<file path="config.mk">
export PLATFORM = sky130hd
export DESIGN_NAME = adc_serial_result_port
export DESIGN_NICKNAME = d
export VERILOG_FILES = /design/src/inc/serial_port_pkg.sv /design/src/adc_serial_result_port.sv /design/src/conv_timer.sv /design/src/sclk_divider.sv
export VERILOG_INCLUDE_DIRS = /design/src /design/src/inc
export SDC_FILE = /design/constraint.sdc
export NUM_CORES = 1
export LEC_CHECK = 0
export ABC_AREA = 1
export BUFFER_PORTS_ARGS = -buffer_cell sky130_fd_sc_hd__buf_2
export CAP_MARGIN = 20
export CORE_ASPECT_RATIO = 1.75
export CORE_MARGIN = 3
export CORE_UTILIZATION = 45
export CTS_CLUSTER_SIZE = 28
export DETAILED_ROUTE_END_ITERATION = 12
export HOLD_SLACK_MARGIN = 0.05
export MAX_ROUTING_LAYER = met4
export SLEW_MARGIN = 40
export SYNTH_ARGS = -nofsm -noshare
export SYNTH_HDL_FRONTEND = slang
export SYNTH_HIERARCHICAL = 1
export SYNTH_SLANG_ARGS = --single-unit
export TNS_END_PERCENT = 5
</file>
<file path="constraint.sdc">
create_clock -name clk -period 2.75 [get_ports clk]
set_clock_uncertainty 0.1 [all_clocks]
set_input_delay 0.4125 -clock clk [delete_from_list [all_inputs] [get_ports clk]]
set_output_delay 0.4125 -clock clk [all_outputs]
set_load 0.01 [all_outputs]
</file>
<file path="src/inc/serial_port_consts.svh">
`ifndef SERIAL_PORT_CONSTS_SVH
`define SERIAL_PORT_CONSTS_SVH
`define RESULT_BITS      18
`define BIT_CNT_W        5
`define BIT_CNT_LAST     5'h11
`define BIT_CNT_ZERO     5'h00
`define CONV_CYCLES      8'h7C
`define CONV_HALF        8'h3E
`define CONV_CNT_W       8
`define DIV_FAST         4'h1
`define DIV_SLOW         4'h7
`endif

</file>
<file path="src/inc/serial_port_pkg.sv">
package serial_port_pkg;
    typedef enum logic [1:0] {
        M_IDLE,
        M_SHIFT,
        M_DONE
    } master_state_t;
endpackage

</file>
<file path="src/adc_serial_result_port.sv">
`timescale 1ns/10ps
`include "serial_port_consts.svh"
module adc_serial_result_port (
    input  wire logic                     clk,
    input  wire logic                     rst_b,
    input  wire logic                     iface_sel_lo,
    input  wire logic                     iface_sel_hi,
    input  wire logic                     clock_source_sel,
    input  wire logic                     read_timing_cascade_in,
    input  wire logic                     serial_clock_divider,
    input  wire logic                     clock_invert,
    input  wire logic                     convert_start_n,
    input  wire logic [`RESULT_BITS-1:0]  conv_result,
    input  wire logic                     cs_n,
    input  wire logic                     rd_n,
    input  wire logic                     sclk_in,
    output logic                          sclk_out,
    output logic                          sclk_oe,
    output logic                          frame_sync,
    output logic                          frame_sync_oe,
    output logic                          serial_result_out,
    output logic                          serial_result_oe,
    output logic                          busy,
    output logic                          incomplete_read_flag
);
    logic                          converting;
    logic                          conv_done;
    logic                          conv_start;
    logic                          tick;

    logic [`RESULT_BITS-1:0]       shift_q;
    logic [`RESULT_BITS-1:0]       res_q;
    logic [`BIT_CNT_W-1:0]         cnt_q;
    logic                          sdo_q;
    logic                          sclk_q;
    logic                          sync_q;
    logic                          sclk_prev_q;
    logic                          casc_q;
    logic                          left_q;
    logic                          err_q;
    logic                          mbusy_q;
    serial_port_pkg::master_state_t mst_q;

    conv_timer u_conv (
        .clk             (clk),
        .rst_b           (rst_b),
        .convert_start_n (convert_start_n),
        .converting      (converting),
        .conv_done       (conv_done),
        .conv_start      (conv_start)
    );

    wire serial_en  = iface_sel_lo & iface_sel_hi;
    wire master     = serial_en & ~clock_source_sel;
    wire slave      = serial_en & clock_source_sel;
    wire rd_during  = ~read_timing_cascade_in;
    wire selected   = ~cs_n & ~rd_n;
    wire cascade_on = slave & read_timing_cascade_in;
    wire m_after    = master & read_timing_cascade_in;
    wire m_running  = (mst_q == serial_port_pkg::M_SHIFT);

    // Master starts after conversion, or at start of next one for read-during
    wire m_kick = master && (m_after ? conv_done : conv_start);

    sclk_divider u_div (
        .clk   (clk),
        .rst_b (rst_b),
        .run   (m_running),
        .slow  (serial_clock_divider),
        .tick  (tick)
    );

    // Slave shifts on the rising host edge, so the bit holds a whole period
    wire s_rise = slave && selected && sclk_in && !sclk_prev_q;
    wire s_fall = slave && selected && !sclk_in && sclk_prev_q;
    wire m_rise = m_running && tick && !sclk_q;
    wire m_fall = m_running && tick && sclk_q;
    wire last_m = m_fall && (cnt_q == `BIT_CNT_LAST);

    // Slave loads at conversion end; read-after keeps an unfinished read alive
    wire s_load    = slave && conv_done && !(!rd_during && left_q);
    wire s_missed  = slave && rd_during && conv_done && left_q;
    // Master loads only from M_IDLE, so a kick that lands while a slow frame still runs is dropped
    wire m_idle    = (mst_q == serial_port_pkg::M_IDLE);
    wire m_load    = m_kick && m_idle;
    wire [`RESULT_BITS-1:0] m_word = m_after ? conv_result : res_q;
    wire load_res  = m_load || s_load;
    wire [`RESULT_BITS-1:0] load_word = m_load ? m_word : conv_result;

    always_ff @(posedge clk) begin
        if (!rst_b) begin
            // Follows the pin so an idle-high host clock gives no false edge
            sclk_prev_q <= sclk_in;
        end else begin
            sclk_prev_q <= sclk_in;
        end
    end

    always_ff @(posedge clk) begin
        if (!rst_b) begin
            mst_q  <= serial_port_pkg::M_IDLE;
            sclk_q <= 1'b0;
            sync_q <= 1'b0;
        end else begin
            case (mst_q)
                serial_port_pkg::M_IDLE: begin
                    if (m_kick) begin
                        mst_q  <= serial_port_pkg::M_SHIFT;
                        sync_q <= 1'b1;
                    end
                end
                serial_port_pkg::M_SHIFT: begin
                    if (tick) begin
                        sclk_q <= ~sclk_q;
                    end
                    if (last_m) begin
                        mst_q  <= serial_port_pkg::M_DONE;
                        sync_q <= 1'b0;
                    end
                end
                serial_port_pkg::M_DONE: begin
                    mst_q <= serial_port_pkg::M_IDLE;
                end
                default: begin
                    mst_q <= serial_port_pkg::M_IDLE;
                end
            endcase
        end
    end

    // Shift register: MSB leaves first, cascade data enters at the bottom
    always_ff @(posedge clk) begin
        if (!rst_b) begin
            shift_q <= '0;
            cnt_q   <= `BIT_CNT_ZERO;
            sdo_q   <= 1'b0;
            casc_q  <= 1'b0;
            left_q  <= 1'b0;
        end else begin
            if (s_fall && cascade_on) begin
                casc_q <= read_timing_cascade_in;
            end
            if (load_res) begin
                shift_q <= load_word;
                sdo_q   <= load_word[`RESULT_BITS-1];
                cnt_q   <= `BIT_CNT_ZERO;
                left_q  <= 1'b1;
                // Upstream MSB already stands at the cascade pin
                casc_q  <= read_timing_cascade_in;
            end else if (m_fall || s_rise) begin
                shift_q <= {shift_q[`RESULT_BITS-2:0], casc_q};
                sdo_q   <= shift_q[`RESULT_BITS-2];
                if (cnt_q == `BIT_CNT_LAST) begin
                    left_q <= 1'b0;
                end else begin
                    cnt_q <= cnt_q + 1'b1;
                end
            end
        end
    end

    always_ff @(posedge clk) begin
        if (!rst_b) begin
            err_q   <= 1'b0;
            mbusy_q <= 1'b0;
            res_q   <= '0;
        end else begin
            err_q <= s_missed;
            // Held copy feeds the master read-during frame of the next conversion
            if (conv_done) begin
                res_q <= conv_result;
            end
            if (m_after && conv_done) begin
                mbusy_q <= 1'b1;
            end else if (last_m || !m_after) begin
                mbusy_q <= 1'b0;
            end
        end
    end

    assign busy                 = converting | mbusy_q;
    assign incomplete_read_flag = err_q;
    assign sclk_out             = sclk_q ^ clock_invert;
    assign frame_sync           = sync_q ^ clock_invert;
    assign sclk_oe              = master & selected;
    assign frame_sync_oe        = master & selected;
    assign serial_result_out    = sdo_q;
    assign serial_result_oe     = serial_en & selected;
endmodule

</file>
<file path="src/conv_timer.sv">
`timescale 1ns/10ps
`include "serial_port_consts.svh"
module conv_timer (
    input  wire logic                     clk,
    input  wire logic                     rst_b,
    input  wire logic                     convert_start_n,
    output logic                          converting,
    output logic                          conv_done,
    output logic                          conv_start
);
    logic                      cnv_q;
    logic [`CONV_CNT_W-1:0]    cnt_q;
    logic                      run_q;
    wire                       fall = cnv_q & ~convert_start_n;

    // Starts while running are ignored
    assign conv_start = fall & ~run_q;
    assign conv_done  = run_q && (cnt_q == `CONV_CYCLES);
    assign converting = run_q;

    always_ff @(posedge clk) begin
        if (!rst_b) begin
            cnv_q <= 1'b1;
            cnt_q <= '0;
            run_q <= 1'b0;
        end else begin
            cnv_q <= convert_start_n;
            if (conv_start) begin
                run_q <= 1'b1;
                cnt_q <= '0;
            end else if (conv_done) begin
                run_q <= 1'b0;
            end else if (run_q) begin
                cnt_q <= cnt_q + 1'b1;
            end
        end
    end
endmodule

</file>
<file path="src/sclk_divider.sv">
`timescale 1ns/10ps
`include "serial_port_consts.svh"
module sclk_divider (
    input  wire logic       clk,
    input  wire logic       rst_b,
    input  wire logic       run,
    input  wire logic       slow,
    output logic            tick
);
    logic [3:0] cnt_q;
    wire  [3:0] limit = slow ? `DIV_SLOW : `DIV_FAST;

    assign tick = run && (cnt_q == limit);

    always_ff @(posedge clk) begin
        if (!rst_b || !run || tick) begin
            cnt_q <= 4'h0;
        end else begin
            cnt_q <= cnt_q + 4'h1;
        end
    end
endmodule

</file>
After elaboration in Yosys (flattened, before gate mapping)

Cells that the tools add are included.

Flip-flop bits (word level): 64
Output and inout bits: 8

$add $sub $neg: 3
Eq/ne operators: 6
Muxes and demuxes: 23
Bitwise gates (word level): 23
Reductions and logical operators: 46

Operators by type and width:

| cell                                                 | count |
|---|---|
| 2-to-1 mux 18 bit                                    | 2 |
| 2-to-1 mux 17 bit                                    | 2 |
| logical AND 1 bit                                    | 20 |
| 2-to-1 mux 1 bit                                     | 14 |
| nonzero test 2 bit                                   | 6 |
| bitwise AND 1 bit                                    | 10 |
| NOT 1 bit                                            | 10 |
| AND reduction 2 bit                                  | 5 |
| adder 8 x 1 -> 8 bit (second input constant)         | 1 |
| equality test 8 x 7 -> 1 bit (second input constant) | 1 |
| logical NOT 1 bit                                    | 6 |
| adder 5 x 1 -> 5 bit (second input constant)         | 1 |
| equality test 5 bit (second input constant)          | 1 |
| logical OR 1 bit                                     | 5 |
| adder 4 x 1 -> 4 bit (second input constant)         | 1 |
| equality test 4 bit                                  | 1 |
| 2-to-1 mux 2 bit                                     | 2 |
| case mux 2 bit (2 select lines)                      | 1 |
| OR reduction 2 bit                                   | 2 |
| 2-to-1 mux 3 bit                                     | 1 |
| AND reduction 3 bit                                  | 1 |
| equality test 2 x 1 -> 1 bit (second input constant) | 1 |
| logical NOT 2 bit                                    | 1 |
| != test 2 x 1 -> 1 bit (second input constant)       | 1 |
| other kinds (4)                                      | 5 |

Logic depth before layout (Yosys ltp)

Word-level depth: 9
Depth in mapped cells: 15

Modules after synthesis

The synthesis kept the hierarchy.

Modules (own cells, without submodules):

| module                 | times used | cells an instance | area each (um2) |
|---|---|---|---|
| adc_serial_result_port | 1          | 388               | 2548.7 |
| conv_timer             | 1          | 77                | 529.3 |
| sclk_divider           | 1          | 28                | 200.2 |

Worst setup path before layout

OpenSTA, ideal clock, no wires.

Path kind: reg2reg
From: register u_conv.cnt_q[0]
To: register sdo_q, in the netlist serial_result_out
Arrival: 1802 ps
Path slack: 739 ps
Cell stages (with the launch flop): 15
Path buffers: 1
Cell sequence: dfxtp_1 > inv_1 > ha_1 > nand3_1 > inv_1 > nand2_2 > nor2_1 > nand3_2 > nand2_4 > nand3_4 > buf_2 > nand3_1 > nand3_1 > nand2_1 > inv_1

Cells in the longest elaborated chain, start to end: 7
Elaborated cells on any way between the ends: 11
Classes of those cells: 1 x eq/ne; 3 x mux; 7 x reduce/logical

RTL lines:

| element                                                       | RTL line                                                   | RTL |
|---|---|---|
| from (decl)                                                   | conv_timer.sv:12                                           | `` logic [`CONV_CNT_W-1:0] cnt_q; `` |
| from (signal assigned)                                        | conv_timer.sv:34                                           | `cnt_q <= cnt_q + 1'b1;` |
| equality test 8 x 7 -> 1 bit (no source line) *               | --                                                         |  |
| logical AND 1 bit *                                           | conv_timer.sv:18                                           | `` assign conv_done = run_q && (cnt_q == `CONV_CYCLES); `` |
| named net conv_done                                           | adc_serial_result_port.sv:27                               | `logic conv_done;` |
| 2-to-1 mux 1 bit                                              | adc_serial_result_port.sv:63                               | `wire m_kick = master && (m_after ? conv_done : conv_start);` |
| logical AND 1 bit                                             | adc_serial_result_port.sv:63                               |  |
| logical AND 1 bit                                             | adc_serial_result_port.sv:85                               | `wire m_load = m_kick && m_idle;` |
| 2-to-1 mux 18 bit / logical OR 1 bit (equally long branches)  | adc_serial_result_port.sv:88, adc_serial_result_port.sv:87 |  |
| 2-to-1 mux 1 bit / nonzero test 2 bit (equally long branches) | --                                                         |  |
| to (signal assigned)                                          | adc_serial_result_port.sv:145                              | `` sdo_q <= load_word[`RESULT_BITS-1]; `` |
| to (signal assigned)                                          | adc_serial_result_port.sv:152                              | `` sdo_q <= shift_q[`RESULT_BITS-2]; `` |
| to (decl)                                                     | adc_serial_result_port.sv:34                               | `logic sdo_q;` |

Mark *: on every way through the listed nets, which the timed path passes. The rest lies on a longest branch.
A chain may end at the register's enable or synchronous reset.

Worst setup path in the final report

Ends and elaborated chain as after synthesis.

==> qor.log <==
qor: finish.area_of_combinational_cells_with_multiple_inputs 1740 sq um
qor: hold_path.holdCritStartpoint sclk_in
qor: logic_synthesis.synth_fa_ha_area_share 1.91%
qor: cts.numCtsBuffers 9
qor: die.ios 38
qor: finish.area_delta_synth_final 14.9%
qor: cts.clock_sinks 64
qor: logic_synthesis.synth.top_cells.by_count 160 x sky130_fd_sc_hd__nand2_1, 64 x sky130_fd_sc_hd__dfxtp_1, 61 x sky130_fd_sc_hd__nand3_1
qor: finish.layout.filler_cells 720
qor: sta.max_slew.worst_pin.slew 0.486 ns
qor: placement.detailed_place.area 3520 sq um
qor: drt.detail_route.first_pass.iterations 4
qor: power.vdd_ir_max 360 uV
qor: power.power-per-cell-area 536 nW/um^2
qor: drt.wirelength 7.60 mm
qor: critical_path.critical_path.slowest_cell sky130_fd_sc_hd__dfxtp_1
qor: critical_path.r2r.worst_path.cells 14
qor: die.design.die.area 8390 sq um
qor: die.die_height 119 um
qor: finish.area.sequential 1280 sq um
qor: hold_path.hold_path_depth 1
qor: die.rows 40
qor: logic_synthesis.synth_top_area_cell sky130_fd_sc_hd__dfxtp_1
qor: grt.first_global_vias 2951
qor: critical_path.setup.worst_path.class reg -> reg
qor: power.power_leakage 0.00182 uW
qor: logic_synthesis.synth_compound_area_share 7.33%
qor: grt.globalRouteTotalUtil 19.9%
qor: critical_path.worstSetupStartpointType flip-flop
qor: logic_synthesis.syn_inst_count 493
qor: placement.pre_cts_ws 0.330 ns
qor: logic_synthesis.post_synth_top_area_share 39.1%
qor: die.die-width 70.5 um
qor: logic_synthesis.synth.cell_area 3280 sq um
qor: grt.number_of_antenna_violations_at_the_first_check_in_global_routing 0
qor: logic_synthesis.synth-edff-count 0
qor: sta.achievable-frequency 431 MHz
qor: cts.cts_htree_levels 3
qor: placement.detailed_placement_wirelength_estimate 5.61 mm
qor: flow_run.drv_cap 0
qor: placement.port_buffers 37
qor: logic_synthesis.ys_warn_count 6
qor: grt.maximum_number_of_pins_on_one_net_before_global_route_repair 33
qor: logic_synthesis.synth_ff_type sky130_fd_sc_hd__dfxtp_1
qor: die.core_area 6960 sq um
qor: logic_synthesis.muxShareOfSynthArea 0%
qor: logic_synthesis.yosysMostFrequentCell sky130_fd_sc_hd__nand2_1
qor: drt.first_iter_violations 140
qor: run_status.run_status complete, no violations
qor: finish.antenna_cell_count 0
qor: cts.cts.root.buffer_cell sky130_fd_sc_hd__clkbuf_16
qor: logic_synthesis.synth_xor_area_share 2.14%
qor: logic_synthesis.synth_simple_gate_area_share 41.8%
qor: logic_synthesis.synth_sequential_area_ratio 39.1%
qor: critical_path.cpMostUsedCell sky130_fd_sc_hd__inv_1
qor: logic_synthesis.synth_top_family_by_area simple AND/OR/NAND/NOR gates
qor: logic_synthesis.synth_area_per_cell 6.65 sq um
qor: sta.slew_headroom 67.5%
qor: critical_path.reg2reg_launch_point u_conv/cnt_q[0]$_SDFFE_PP0P_
qor: critical_path.critical_path.max_fanout 15
qor: critical_path.arrival 2.50 ns
qor: critical_path.worst_ep_required_time 2.92 ns
qor: sta.setup_violations 0
qor: sta.final_period_minus_worst_setup_slack 2.32 ns
qor: cts.clkSlewWorstSetupHoldPaths 0.05 ns
qor: cts.cts_tree yes
qor: logic_synthesis.synth_top_cells_by_area sky130_fd_sc_hd__dfxtp_1 39%, sky130_fd_sc_hd__nand2_1 18%, sky130_fd_sc_hd__nand3_1 9.3%
qor: placement.routabilityCongestion 0.797
qor: cts.clock_path_buffers 2
qor: sta.timing.setup.tns 0 ns
qor: die.floorplan.initialDensity 47.1%
qor: grt.globalRouteOverflowTotal 0
qor: critical_path.setup.worst_path.end_class flip-flop
qor: cts.buffer_count_from_post_cts_setup_fixing 0
qor: logic_synthesis.async_reset_ff_share 0%
qor: drt.avgRoutedWirePerCell 12.4 um
qor: drt.ant_nets 0
qor: sta.final_max_slew_viol_count 0
qor: sta.timing.final.crit_share 84.4%
qor: finish.share_of_cells_above_drive_strength_1 14.9%
qor: hold_path.hold_class in -> reg
qor: grt.first_pass_grt_wire_length 13.0 mm
qor: sta.final_critical_path_setup_slack 0.428 ns
qor: logic_synthesis.number_of_distinct_library_cells_after_synthesis 32
qor: cts.clkLatencyLatePin 0.33 ns
qor: sta.grt_setup_unrepaired no
qor: critical_path.worstPathCellList inv_1, ha_1, nand3_1, inv_1, nand2_2, nor2_1, nand3_2, nand2_4, nand3_4, inv_2, nand2_1, nand3_1, nand2_1, inv_1
qor: critical_path.slowest_delay 0.33 ns
qor: sta.hold_viol_final 0
qor: drt.detail_route.drc_violations 0
qor: critical_path.crit_path_from u_conv/cnt_q[0]$_SDFFE_PP0P_
qor: finish.post-route-cell-area 3770 sq um
qor: finish.design.final.nets 564
qor: logic_synthesis.mappedNetlistNets 528
qor: logic_synthesis.ys_ff_latch 64
qor: drt.number_of_vias_per_cell_after_detailed_routing 4.96
qor: drt.routed_via_count 3052
## sequential cells by signal, summed over array words and instances, names as in the netlist
| name | flops |
|---|---|
| res_q | 18 |
| shift_q | 17 |
| u_conv/cnt_q | 8 |
| cnt_q | 5 |
| u_div/cnt_q | 4 |
| mst_q | 2 |
| casc_q | 1 |
| incomplete_read_flag | 1 |
| left_q | 1 |
| mbusy_q | 1 |
| sclk_prev_q | 1 |
| sclk_q | 1 |
| serial_result_out | 1 |
| sync_q | 1 |
| u_conv/cnv_q | 1 |
| u_conv/converting | 1 |
## cell type report
| type | count | share of cell area (%) |
|---|---|---|
| clock inverter | 2 | 0.266 |
| tap | 84 | 2.79 |
| multi-input combinational | 369 | 46.2 |
| timing repair buffer | 44 | 6.31 |
| inverter | 41 | 4.19 |
| clock buffer | 11 | 6.18 |
| sequential | 64 | 34.0 |
## cells by family (layout without fill, tap and decap cells)
group | count (synthesis) | in the layout
xor+xnor | 8 | 8
fa+ha+maj | 5 | 5
simple gates | 311 | 311
compound gates | 45 | 45
buf+inv | 60 | 98
flops | 64 | 64
## critical path: cells and delay by family, from the launching register on
family,cells,cell delay [ns]
DFF,1,0.33
buffers and inverters,4,0.53
and+or+nand+nor,9,1.16
adders and majority gates,1,0.15
## cell usage in the layout (no fill, tap or decap), drive strengths merged
cell type	instances
xnor2	4
clkbuf	11
nor3b	1
dfxtp	64
a21boi	1
nand2	169
inv	39
nand3	64
o21ai	23
nor2	63
nand3b	2
a21oi	20
nor3	4
or2	3
buf	44
clkinv	3
xor2	4
nand4	5
clkinvlp	1
ha	5
o22ai	1
## metrics by stage
stage          std cells  total power (uW)  utilization, %  hold WS, ns
2_1_floorplan        493              1020               -        0.340
3_3_place_gp         602              1070            50.6        0.358
3_5_place_dp         602              1070            50.6        0.364
4_1_cts              615              2050            54.1       0.0819
5_1_grt              615              2090            54.1       0.0931
6_report             615              2020            54.1       0.0983
## path summary, 6_finish.rpt
kind | to | slack [ns]
setup / recovery | serial_result_out$_SDFFE_PN0P_ | 0.43
hold / removal | sclk_prev_q$_DFF_P_ | 0.1
setup reg to reg | serial_result_out$_SDFFE_PN0P_ | 0.43
hold reg to reg | casc_q$_SDFFE_PN0P_ | 0.37
## where the power goes
part	total, uW	switching [uW]	internal (uW)	leakage, uW
registers	945	7.85	937	0.000517
logic	108	68.3	39.3	0.00118
clock network	966	376	590	0.000121
total	2020	452	1570	0.00182
## layer usage
| metal | track usage [%] | part of all wire (%) |
|---|---|---|
| met1 | 19.6 | 40 |
| met3 | 3.89 | 3.1 |
| met5 | - | 0 |
| met2 | 35.7 | 54 |
| met4 | 10.8 | 3.2 |
## timing repair
item / CTS / global route
resized for setup: 0 / 1
hold buffers: 0 / 0
setup endpoints to repair: 0 / 2
hold endpoints to repair: 0 / 0
Power figures use the tool's default switching activity.
